## src/hw/ctps_consts.svh

```systemverilog
// Constants of the custom transmit pulse shaper: offsets, fields, timing.
`ifndef CTPS_CONSTS_SVH
`define CTPS_CONSTS_SVH

// Register offsets on the 5-bit register port.
`define CTPS_ADDR_CTRL 5'h11
`define CTPS_ADDR_WORD1 5'h1c
`define CTPS_ADDR_WORD2 5'h1d
`define CTPS_ADDR_WORD3 5'h1e
`define CTPS_ADDR_WORD4 5'h1f

// Field positions.
`define CTPS_CTRL_EN_BIT 3
`define CTPS_CODE_MSB 6
`define CTPS_RSVD_BIT 7

// Reset values.
`define CTPS_WORD_RST 8'h00
`define CTPS_CTRL_RST 8'h00

// Built-in default template, one code per quarter of a mark.
`define CTPS_DEF_CODE1 7'h50
`define CTPS_DEF_CODE2 7'h60
`define CTPS_DEF_CODE3 7'h58
`define CTPS_DEF_CODE4 7'h10

// Timing: one quarter of a mark, in ns, and the core clock period in ns.
`define CTPS_PHASE_NS 81
`define CTPS_CLK_PERIOD_NS 4

`endif

```

## src/hw/ctps_pkg.sv

```systemverilog
// Types of the custom transmit pulse shaper.
package ctps_pkg;

   // Mark sequencer states, Gray coded along idle, 1, 2, 3, 4.
   typedef enum logic [2:0] {
      CTPS_IDLE = 3'h0,
      CTPS_PH1 = 3'h1,
      CTPS_PH2 = 3'h3,
      CTPS_PH3 = 3'h2,
      CTPS_PH4 = 3'h6
   } ctps_state_t;

endpackage : ctps_pkg

```

## src/hw/ctps_top.sv

```systemverilog
// Custom transmit pulse shaper: registers, mark sequencer and converter code.
//
// How it works
// - Phase one of every mark drives the converter with word one's code.
// - Phase two of every mark drives the converter with word two's code.
// - Phase three of every mark drives the converter with word three's code.
// - Phase four of every mark drives the converter with word four's code.
// - Programmed codes are used only while control bit 3 at 11h is one.
// - Codes reach the converter as is, unsigned; bigger code, bigger swing.
//
// Design decision made here: the address-and-strobe port.
`timescale 1ns/1ps
`include "ctps_consts.svh"

module ctps_top
   import ctps_pkg::*;
#(
   parameter int PHASE_NS = `CTPS_PHASE_NS,
   parameter int CLK_PERIOD_NS = `CTPS_CLK_PERIOD_NS,
   parameter int CODE_W = `CTPS_CODE_MSB + 1
) (
   // Clock, reset and clock enable.
   input wire logic core_clk,
   input wire logic sys_rst,
   input wire logic clk_en,
   // Register port.
   input wire logic [4:0] reg_addr,
   input wire logic [7:0] reg_wdata,
   input wire logic reg_wr,
   input wire logic reg_rd,
   output logic [7:0] reg_rdata,
   // Mark request from the transmit encoder.
   input wire logic tx_mark,
   // Converter side of the line driver outputs.
   output logic [CODE_W-1:0] magnitude_code,
   output logic line_drive_active,
   output logic [2:0] line_phase
);

   // Cycles per quarter mark; a longest time rounds down, never below one.
   localparam int PHASE_RAW = PHASE_NS / CLK_PERIOD_NS;
   localparam int PHASE_CYC = (PHASE_RAW < 1) ? 1 : PHASE_RAW;
   localparam int CNT_W = $clog2(PHASE_CYC + 1);
   localparam logic [CNT_W-1:0] CNT_LAST = CNT_W'(PHASE_CYC - 1);

   // Pulse words and control register.
   logic [7:0] word1_q;
   logic [7:0] word2_q;
   logic [7:0] word3_q;
   logic [7:0] word4_q;
   logic [7:0] ctrl_q;
   logic [7:0] rdata_q;

   // Sequencer state.
   ctps_state_t state_q;
   ctps_state_t state_d;
   logic [CNT_W-1:0] cnt_q;
   logic [CNT_W-1:0] cnt_d;
   logic [CODE_W-1:0] code_q;
   logic [CODE_W-1:0] code_d;
   logic active_q;
   logic [2:0] phase_q;
   logic [2:0] phase_d;

   // Address decode of the register port.
   wire sel_ctrl = reg_addr == `CTPS_ADDR_CTRL;
   wire sel_w1 = reg_addr == `CTPS_ADDR_WORD1;
   wire sel_w2 = reg_addr == `CTPS_ADDR_WORD2;
   wire sel_w3 = reg_addr == `CTPS_ADDR_WORD3;
   wire sel_w4 = reg_addr == `CTPS_ADDR_WORD4;
   wire custom_shape_enable = ctrl_q[`CTPS_CTRL_EN_BIT];

   // Read mux; unmapped offsets read as zero rather than stale data.
   wire [7:0] rd_mux = sel_ctrl ? ctrl_q :
                       sel_w1 ? word1_q :
                       sel_w2 ? word2_q :
                       sel_w3 ? word3_q :
                       sel_w4 ? word4_q : 8'h00;

   // Register writes. Bit 7 is stored as written so software sees it back.
   always_ff @(posedge core_clk) begin
      if (sys_rst) begin
         ctrl_q <= `CTPS_CTRL_RST;
         word1_q <= `CTPS_WORD_RST;
         word2_q <= `CTPS_WORD_RST;
         word3_q <= `CTPS_WORD_RST;
         word4_q <= `CTPS_WORD_RST;
      end else if (clk_en && reg_wr) begin
         if (sel_ctrl) ctrl_q <= reg_wdata;
         if (sel_w1) word1_q <= reg_wdata;
         if (sel_w2) word2_q <= reg_wdata;
         if (sel_w3) word3_q <= reg_wdata;
         if (sel_w4) word4_q <= reg_wdata;
      end
   end

   // Read data stand only in the cycle after the strobe.
   always_ff @(posedge core_clk) begin
      if (sys_rst) begin
         rdata_q <= 8'h00;
      end else if (clk_en) begin
         rdata_q <= reg_rd ? rd_mux : 8'h00;
      end
   end

   // Phase timing: a mark request is taken in idle or in the last cycle of
   // phase four, so back-to-back marks leave no gap on the line.
   wire phase_done = cnt_q == CNT_LAST;
   wire take_mark = tx_mark &&
                    (state_q == CTPS_IDLE ||
                     (state_q == CTPS_PH4 && phase_done));

   // Next state of the mark sequencer.
   always_comb begin
      state_d = state_q;
      cnt_d = phase_done ? '0 : cnt_q + CNT_W'(1);
      unique case (state_q)
         CTPS_IDLE: begin
            cnt_d = '0;
            if (take_mark) state_d = CTPS_PH1;
         end
         CTPS_PH1: begin
            if (phase_done) state_d = CTPS_PH2;
         end
         CTPS_PH2: begin
            if (phase_done) state_d = CTPS_PH3;
         end
         CTPS_PH3: begin
            if (phase_done) state_d = CTPS_PH4;
         end
         CTPS_PH4: begin
            if (phase_done) state_d = take_mark ? CTPS_PH1 : CTPS_IDLE;
         end
         default: begin
            state_d = CTPS_IDLE;
            cnt_d = '0;
         end
      endcase
   end

   // Code per phase; the custom words win only while the enable is set.
   wire [CODE_W-1:0] c1 = custom_shape_enable ?
                          word1_q[CODE_W-1:0] : `CTPS_DEF_CODE1;
   wire [CODE_W-1:0] c2 = custom_shape_enable ?
                          word2_q[CODE_W-1:0] : `CTPS_DEF_CODE2;
   wire [CODE_W-1:0] c3 = custom_shape_enable ?
                          word3_q[CODE_W-1:0] : `CTPS_DEF_CODE3;
   wire [CODE_W-1:0] c4 = custom_shape_enable ?
                          word4_q[CODE_W-1:0] : `CTPS_DEF_CODE4;

   // The code is picked from the next state so the output flop and the
   // phase stay aligned; the reserved bit 7 never reaches the converter.
   always_comb begin
      unique case (state_d)
         CTPS_PH1: begin
            code_d = c1;
            phase_d = 3'h1;
         end
         CTPS_PH2: begin
            code_d = c2;
            phase_d = 3'h2;
         end
         CTPS_PH3: begin
            code_d = c3;
            phase_d = 3'h3;
         end
         CTPS_PH4: begin
            code_d = c4;
            phase_d = 3'h4;
         end
         default: begin
            code_d = '0;
            phase_d = 3'h0;
         end
      endcase
   end

   // Sequencer and converter output flops; plain binary, no scaling.
   always_ff @(posedge core_clk) begin
      if (sys_rst) begin
         state_q <= CTPS_IDLE;
         cnt_q <= '0;
         code_q <= '0;
         active_q <= 1'b0;
         phase_q <= 3'h0;
      end else if (clk_en) begin
         state_q <= state_d;
         cnt_q <= cnt_d;
         code_q <= code_d;
         active_q <= state_d != CTPS_IDLE;
         phase_q <= phase_d;
      end
   end

   // Outputs straight from flops.
   assign reg_rdata = rdata_q;
   assign magnitude_code = code_q;
   assign line_drive_active = active_q;
   assign line_phase = phase_q;

   // Checks on the converter code, the custom enable, the mark start and the idle outputs against their cause.
   a_phase1_code: assert property (
      @(posedge core_clk) disable iff (sys_rst)
      clk_en && state_d == CTPS_PH1 && custom_shape_enable
      |=> magnitude_code == $past(word1_q[CODE_W-1:0]))
      else $error("phase one code differs from word one");

   a_phase2_code: assert property (
      @(posedge core_clk) disable iff (sys_rst)
      clk_en && state_d == CTPS_PH2 && custom_shape_enable
      |=> magnitude_code == $past(word2_q[CODE_W-1:0]))
      else $error("phase two code differs from word two");

   a_phase3_code: assert property (
      @(posedge core_clk) disable iff (sys_rst)
      clk_en && state_d == CTPS_PH3 && custom_shape_enable
      |=> magnitude_code == $past(word3_q[CODE_W-1:0]))
      else $error("phase three code differs from word three");

   a_phase4_code: assert property (
      @(posedge core_clk) disable iff (sys_rst)
      clk_en && state_d == CTPS_PH4 && custom_shape_enable
      |=> magnitude_code == $past(word4_q[CODE_W-1:0]))
      else $error("phase four code differs from word four");

   a_enable_write: assert property (
      @(posedge core_clk) disable iff (sys_rst)
      clk_en && reg_wr && sel_ctrl
      |=> custom_shape_enable == $past(reg_wdata[`CTPS_CTRL_EN_BIT]))
      else $error("custom enable did not follow the control write");

   a_mark_sequence: assert property (
      @(posedge core_clk) disable iff (sys_rst)
      clk_en && state_q == CTPS_IDLE && tx_mark
      |=> line_drive_active && line_phase == 3'h1)
      else $error("mark request did not start phase one");

   a_default_code: assert property (
      @(posedge core_clk) disable iff (sys_rst)
      clk_en && state_d == CTPS_PH1 && !custom_shape_enable
      |=> magnitude_code == `CTPS_DEF_CODE1)
      else $error("default template not used while disabled");

   a_idle_quiet: assert property (
      @(posedge core_clk) disable iff (sys_rst)
      !line_drive_active |-> magnitude_code == '0 && line_phase == 3'h0)
      else $error("converter driven outside a mark");

endmodule : ctps_top
```

## config.mk

```make
export PLATFORM = sky130hd
export DESIGN_NAME = ctps_top
export DESIGN_NICKNAME = d
export VERILOG_FILES = /design/src/hw/ctps_pkg.sv /design/src/hw/ctps_top.sv
export VERILOG_INCLUDE_DIRS = /design/src /design/src/hw
export SDC_FILE = /design/constraint.sdc
export NUM_CORES = 1
export LEC_CHECK = 0
export ABC_AREA = 1
export BUFFER_PORTS_ARGS = -buffer_cell sky130_fd_sc_hd__buf_2
export CORE_UTILIZATION = 35
export CTS_CLUSTER_SIZE = 12
export DETAILED_ROUTE_END_ITERATION = 6
export PLACE_DENSITY = 0.49
export RECOVER_POWER = 25
export SLEW_MARGIN = 20
export SYNTH_ARGS = -nofsm -noshare
export SYNTH_HDL_FRONTEND = slang
export SYNTH_SLANG_ARGS = --single-unit
```

## constraint.sdc

```tcl
create_clock -name core_clk -period 1.8 [get_ports core_clk]
set_input_delay 0.09 -clock core_clk [delete_from_list [all_inputs] [get_ports core_clk]]
set_output_delay 0.09 -clock core_clk [all_outputs]
set_load 0.005 [all_outputs]
```

# After elaboration in Yosys (flattened, before gate mapping)
# Cells that the tools add are included.
# word_totals
reg_bits,67
in_bits,19
# classes
n_addsub,1
n_eq_ne,14
reduce_logical,12
n_mux,21
# ops
op,count
8-bit 2-to-1 mux,6
"5-bit == test, second input constant",6
7-bit 2-to-1 mux,4
7-bit one-hot mux with 4 select lines,1
3-bit 2-to-1 mux,5
3-bit one-hot mux with 5 select lines,1
"3-bit by 2-bit == test with 1-bit output, second input constant",4
3-bit one-hot mux with 4 select lines,1
5-bit 2-to-1 mux,2
2-bit AND reduction,5
"3-bit by 1-bit == test with 1-bit output, second input constant",2
"3-bit == test, second input constant",2
"5-bit by 1-bit adder with 5-bit output, second input constant",1
4-bit OR reduction,1
1-bit logical AND,3
3-bit logical NOT,1
3-bit nonzero test,1
1-bit logical OR,1
1-bit 2-to-1 mux,1

# Logic depth before layout (Yosys ltp)
# Gate-level depths: netlist of the first run.
# logic_depth
depth_word,9
depth_mapped,15

# Least setup slack after synthesis of the first run
# OpenSTA, ideal clock, no wires.
# synth_path
path_kind,register -> register
startpoint,reg cnt_q[0]
endpoint,"reg code_q[1], in the netlist magnitude_code[1]"
path_stages_with_launch,14
n_path_buf,1
t_arrival_ns,1.435
path_slack_ns,0.252
path_cell_list,dfxtp_1 ha_1 nand2_1 inv_2 nand2_4 o21ai_2 nand2_4 buf_12 nand3_2 nand2_1 nor2_1 nand2_1 nand2_1 a21oi_2
# synth_via
elab_chain_cells,9
elab_cells_between_ends,16
cone_classes,eq/ne (5); mux (8); reduce/logical (3)
# synth_lines
element,line_no,rtl
"start, declared",ctps_top.sv:57,logic [CNT_W-1:0] cnt_q;
"start signal, assigned",ctps_top.sv:188,cnt_q <= cnt_d;
5-bit == test (*),ctps_top.sv:108,wire phase_done = cnt_q == CNT_LAST;
1-bit logical AND,ctps_top.sv:111,(state_q == CTPS_PH4 && phase_done));
1-bit logical OR,ctps_top.sv:110,(state_q == CTPS_IDLE ||
1-bit logical AND,ctps_top.sv:109,wire take_mark = tx_mark &&
1-bit 2-to-1 mux,ctps_top.sv:132,if (phase_done) state_d = take_mark ? CTPS_PH1 : CTPS_IDLE;
3-bit 2-to-1 mux,ctps_top.sv:132,
3-bit one-hot mux with 5 select lines (*),ctps_top.sv:117,unique case (state_q)
"3-bit == test, or another cell as far along",ctps_top.sv:154,unique case (state_d)
7-bit one-hot mux with 4 select lines (*),ctps_top.sv:154,
"end signal, assigned",ctps_top.sv:189,code_q <= code_d;
"end, declared",ctps_top.sv:59,logic [CODE_W-1:0] code_q;
# Mark *: on every way between the ends. The rest lies on a longest branch, timed or not.
# A chain may end at the register's enable or synchronous reset.

# Worst setup path after layout of the first run
# layout_path
startpoint,reg cnt_q[1]
endpoint,"reg code_q[5], in the netlist magnitude_code[5]"
# The elaborated chain is that of the path after synthesis.

==> results of run 1 <==
## stage by stage
| stage | instances | TNS, ns |
|---|---|---|
| finish | 626 | 0 |
| global route | 626 | -0.0550 |
| CTS | 624 | 0 |
| detailed placement | 603 | 0 |
| global placement | 603 | 0 |
| floorplan | 447 | 0 |
## worst max path at each step
stage | end | cells after the start
after floorplan | magnitude_code[1] | 13
after global placement | magnitude_code[0] | 11
after detailed placement | magnitude_code[4] | 11
after CTS | magnitude_code[0] | 11
after global routing | magnitude_code[2] | 11
final | magnitude_code[5] | 11
## cell families after synthesis
logic type | count (synthesis) | share of synthesized area [%]
DFF | 67 | 40.3
and+or+nand+nor | 165 | 25.0
AOI/OAI and AO/OA | 132 | 22.6
adders and majority gates | 1 | 0.376
xor gates and xnor gates | 3 | 0.790
buffers and inverters | 79 | 10.9
## sequential cells by signal, summed over array words and instances, names as in the netlist
register           count
word2_q                8
magnitude_code         7
word1_q                8
word4_q                8
state_q                3
line_phase             3
ctrl_q                 8
reg_rdata              8
cnt_q                  5
line_drive_active      1
word3_q                8
## Yosys cell counts, types with 2 or more instances
cell type   n
a21oi_1    47
a21oi_2     8
buf_12      2
buf_2       8
buf_4       2
buf_6       2
clkbuf_1    8
dfxtp_1    67
inv_1      46
inv_2      10
nand2_1    78
nand2_2     5
nand2_4     3
nand3_1    27
nand3_2    10
nand3b_1    3
nand4_1     4
nor2_1     26
nor2_2      2
nor2_4      4
o21ai_0    52
o21ai_1     4
o21bai_1    8
o221ai_1    8
xor2_1      3
## worst max-delay path: stages, from the launching register on
cell	delay, ns
dfxtp_4	0.37
ha_4	0.15
nand2_4	0.05
inv_4	0.08
nand2_4	0.07
o21ai_4	0.21
nand2_4	0.13
nor2_4	0.22
nand3b_1	0.13
nand3_2	0.09
nand2_2	0.05
a21oi_2	0.10
## routing by layer
| layer | routed length (um) | up-vias | global-route usage [%] |
|---|---|---|---|
| met4 | 126 | 0 | 7.81 |
| met1 | 4370 | 1401 | 26.1 |
| met5 | 0 | - | 0 |
| li1 | - | 1568 | - |
| met3 | 328 | 8 | 3.79 |
| met2 | 4490 | 55 | 32.6 |
## power breakdown
| group | leakage [nW] | total [mW] | switching (mW) | internal (mW) |
|---|---|---|---|---|
| sequential | 0.543 | 1.51 | 0.0152 | 1.50 |
| clock | 0.0905 | 1.27 | 0.600 | 0.674 |
| combinational | 0.947 | 0.247 | 0.158 | 0.0896 |
## repair_timing
item | in CTS | in global routing
endpoints found under the setup margin | 5 | 8
resized for setup | 0 | 19
buffers inserted | 5 | 2
pin swaps | 2 | 14
## area by class of cell
class	count	area, um2	share of cell area, %
Clock buffer	10	138	3.49
Clock inverter	6	65.1	1.65
Inverter	57	218	5.52
Multi-Input combinational cell	301	1700	43.0
Sequential cell	67	1350	34.2
Tap cell	129	161	4.09
Timing Repair Buffer	56	318	8.06
==> out/results.ini, run 1 <==
[logic_synthesis]
synth_edf_count = 0
syn_nets = 467
synth_top_area_share_pct = 40.3
synth.distinct_cells = 35
ys_warn_count = 0
async_reset_ff_share_pct = 0
ys_ff_latch = 67
yosysSeqAreaShare_pct = 40.3
synth_area_um2 = 3330
synth_area_leader_cell = dfxtp_1
ys.flop_type = dfxtp_1
ys_top_cells_by_area = dfxtp_1, nand2_1, o21ai_0
avgSynthCellArea_um2 = 7.44
netlist_instances = 447

[place]
gp_congestion = 0.781
pre_cts_ws_ns = 0.0139
port_buffers = 37
dp_hpwl_mm = 6.38
dpl_cell_area_um2 = 3620

[hold_path]
min_from = reg_wdata[7]
hold_path_depth = 3
whs_endpoint = ctrl_q[7]
hp-class = in -> reg

[drt]
vias_per_cell = 4.84
drcViolationCount = 0
dr.pass1.iters = 4
antenna_left = 0
wl_mm = 9.32
via_count = 3032
post_drt_wl_per_cell_um = 14.9
drt_iter0_drc = 172

[clock_tree]
postCtsHoldBufs = 0
numCtsBuffers = 9
cts_root_buf = clkbuf_8
clk_latency_ns = 0.34
clk_pin_slew_worst_paths_ns = 0.08
cts_tree = built
cts.sinks = 67
ctsHtreeMaxLevel = 3
clk_path_buf_depth = 2

[die]
ioPinCount = 38
rows = 35
core-area_um2 = 9240
dieArea_um2 = 9900
die_h_um = 99.5
fp.dieW_um = 99.5
start_util_pct = 36.0

[run]
max-cap-violations = 0

[setup_path]
r2r_end = magnitude_code[5]
rrSetupSlack_ns = 0.1
path_max_fanout = 8
cp.arrival_ns = 1.98
crit_type = reg -> reg
reg2reg_depth = 11
crit_required_ns = 2.08
cp-end-kind = flip-flop
start_kind = flip-flop
crit_start = cnt_q[1]
rr_startpoint = cnt_q[1]

[grt]
antenna_found_initial = 0
grt_pass1_wl_mm = 15.1
grt_max_degree = 39
grt.total_usage_pct = 20.0
grt_pass1_vias = 2942
grt_overflow = 0

[finish]
utilization_pct = 42.7
design_area_um2 = 3950
layout-drive-gt1-share_pct = 24.3
area_growth_pct = 18.6
n_fill_cell = 967
nets = 512
antenna_cells = 0
mostFrequentLayoutCells = nand2_1, dfxtp_1, o21ai_0
mostFrequentLayoutCell = nand2_1

[sta]
period_needed_ns = 1.70
finalMaxSlewViolations = 0
fin_ws_ns = 0.0986
fin_skew_ns = 0.00734
timing.hold.ws_ns = 0.0444
grt_setup_unrepaired = yes
max_freq_mhz = 588
worst_slew_pin_slew_ns = 0.751
timing.slew.headroom_pct = 49.9
final_hold_viol_count = 0
fin_crit_sh_pct = 94.5
setup_viol = 0

[pwr]
total_power_mw = 3.04
powerDensity_nw_per_um2 = 770
power_leakage_nw = 1.58
max-vdd-ir-drop_uv = 309

[outcome]
outcome = finished, final reports clean

Note: power is estimated with default switching activity, not from simulation.
==> run 2: changes to the inputs <==
--- a/config.mk
+++ b/config.mk
@@ -8,6 +8,7 @@
 export LEC_CHECK = 0
 export ABC_AREA = 1
 export BUFFER_PORTS_ARGS = -buffer_cell sky130_fd_sc_hd__buf_2
+export CORE_MARGIN = 2
 export CORE_UTILIZATION = 35
 export CTS_CLUSTER_SIZE = 12
 export DETAILED_ROUTE_END_ITERATION = 6
==> constraint.sdc (replaced) <==
create_clock -name core_clk -period 1.81 [get_ports core_clk]
set_input_delay 0.0905 -clock core_clk [delete_from_list [all_inputs] [get_ports core_clk]]
set_output_delay 0.0905 -clock core_clk [all_outputs]
set_load 0.005 [all_outputs]
==> run 2 against run 1 <==
  * Worst hold slack lost 0.0043 ns
  * Via count shrank 0.99%
  * Global-route usage shrank 1.3 points
  * Total power shrank 2.2%
  * Sequential power is essentially flat
  * Core utilization shrank 0.31 points
  * Combinational power grew 2%
  * Sequential share of layout area grew 0.19 points
  * Routed wire length shrank 2.1%
  * Clock skew shrank 0.00081 ns
  * Critical path type unchanged
  * Highest routed layer unchanged
==> out/results.ini, run 2 (synthesis gave the netlist of run 1 again) <==
[outcome]
outcome = finished, final reports clean

[grt]
antenna_found_initial = 0
grt_pass1_vias = 2730
grt.total_usage_pct = 18.7
grt_pass1_wl_mm = 14.6
grt_overflow = 0
grt_max_degree = 39

[drt]
post_drt_wl_per_cell_um = 14.5
vias_per_cell = 4.78
via_count = 3002
antenna_left = 0
drcViolationCount = 0
dr.pass1.iters = 4
drt_iter0_drc = 114
wl_mm = 9.12

[die]
dieArea_um2 = 10300
core-area_um2 = 9240
rows = 35
ioPinCount = 38
fp.dieW_um = 101
die_h_um = 101
start_util_pct = 36.0

[setup_path]
reg2reg_depth = 13
crit_required_ns = 2.04
path_max_fanout = 8
cp-endpoint = magnitude_code[1]
cp-end-kind = flip-flop
cp.arrival_ns = 1.95
start_kind = flip-flop
rrSetupSlack_ns = 0.09
rr_startpoint = cnt_q[1]
r2r_end = magnitude_code[1]
crit_start = cnt_q[1]
crit_type = reg -> reg

[sta]
fin_ws_ns = 0.0872
final_hold_viol_count = 0
timing.hold.ws_ns = 0.0400
worst_slew_pin_slew_ns = 0.713
fin_skew_ns = 0.00653
finalMaxSlewViolations = 0
max_freq_mhz = 580
setup_viol = 0
timing.slew.headroom_pct = 52.5
period_needed_ns = 1.72
fin_crit_sh_pct = 95.2
grt_setup_unrepaired = yes

[pwr]
clkPwrFrac_pct = 40.7
power_leakage_nw = 1.57
total_power_mw = 2.97
combPwrFrac_pct = 8.5
max-vdd-ir-drop_uv = 416
power_switching_uw = 733
p_int_mw = 2.24
seqPwrFrac_pct = 50.8
p_sw_share_pct = 24.7
powerDensity_nw_per_um2 = 758

[clock_tree]
ctsHtreeMaxLevel = 3
clk_latency_ns = 0.35
clk_path_buf_depth = 2
clk_pin_slew_worst_paths_ns = 0.07
cts_tree = built
postCtsHoldBufs = 0
cts.sinks = 67
cts_root_buf = clkbuf_8
numCtsBuffers = 9

[place]
pre_cts_ws_ns = 0.0456
port_buffers = 37
gp_congestion = 0.769
dp_hpwl_mm = 6.35
placed_cells = 604

[finish]
n_fill_cell = 1014
area_growth_pct = 17.7
antenna_cells = 0
mostFrequentLayoutCells = nand2_1, dfxtp_1, o21ai_0
layout-drive-gt1-share_pct = 22.4
mostFrequentLayoutCell = nand2_1
nets = 514
final-instance-count-excl-fill = 628
utilization_pct = 42.4

[run]
max-cap-violations = 0

[hold_path]
hp-class = in -> reg

==> run 2: cell types whose count changed in the layout (fill, tap and decap cells not counted), moves of 3 or more <==
cell	before	now
buf_4	15	18
clkbuf_1	5	11
buf_2	35	29
nand3_1	23	26
nand3_2	13	10
clkinvlp_4	4	0
clkbuf_8	10	13
==> run 2: worst min-delay path by stage <==
stage               slack (ns)         end    startpoint  cells past startpoint
global placement          0.40   ctrl_q[7]  reg_wdata[7]                      3
detailed placement        0.40   ctrl_q[7]  reg_wdata[7]                      3
global route              0.06  word3_q[7]  reg_wdata[7]                      3
finish                    0.04   ctrl_q[7]  reg_wdata[7]                      3
CTS                       0.03   ctrl_q[7]  reg_wdata[7]                      3
floorplan                 0.23   ctrl_q[0]  reg_wdata[0]                      2
==> run 2: per-stage QoR <==
stage | setup TNS, ns | instance area, um2
after floorplan | 0 | 3330
after global placement | 0 | 3620
after detailed placement | 0 | 3620
after CTS | 0 | 3810
after global routing | -0.0937 | 3920
final | 0 | 3920
==> run 2: layout make-up <==
type	count	area, um2	area share (%)
multi-input combinational	301	1670	42.7
tap	129	161	4.12
clock buffer	15	186	4.76
timing repair buffer	58	329	8.40
inverter	57	218	5.56
clock inverter	1	5.00	0.128
sequential	67	1350	34.4
==> run 2: layer usage <==
metal,vias to the layer above,GRT usage [%],share of wire (%)
met5,-,0,0
met4,0,7.80,2.2
met1,1348,25.9,47
met2,56,28.2,46
met3,18,3.86,4.6
li1,1580,-,-
==> run 2: power groups by stage <==
stage | Clock (mW) | Combinational [mW] | Sequential, mW
global placement | 0 | 0.221 | 1.54
detailed placement | 0 | 0.223 | 1.54
CTS | 1.25 | 0.224 | 1.51
global route | 1.30 | 0.283 | 1.51
finish | 1.21 | 0.253 | 1.51
floorplan | 0 | 0.154 | 1.54
==> run 2: critical path, stage by stage, from the launching register on <==
cell and delay (ns):
dfxtp_4 0.37, ha_4 0.15, nand2_4 0.05, inv_4 0.08, nand2_4 0.07, o21ai_4 0.22, nand2_4 0.12, buf_4 0.16
nand2_1 0.05, nor2_1 0.04, nor2_1 0.12, nand2_1 0.07, nand2_1 0.07, a21oi_2 0.05
==> run 2: what timing repair did <==
| action | 4_1_cts | 5_1_grt |
|---|---|---|
| gates resized for setup | 0 | 13 |
| setup endpoints to repair | 0 | 8 |
| buffers inserted | 0 | 8 |
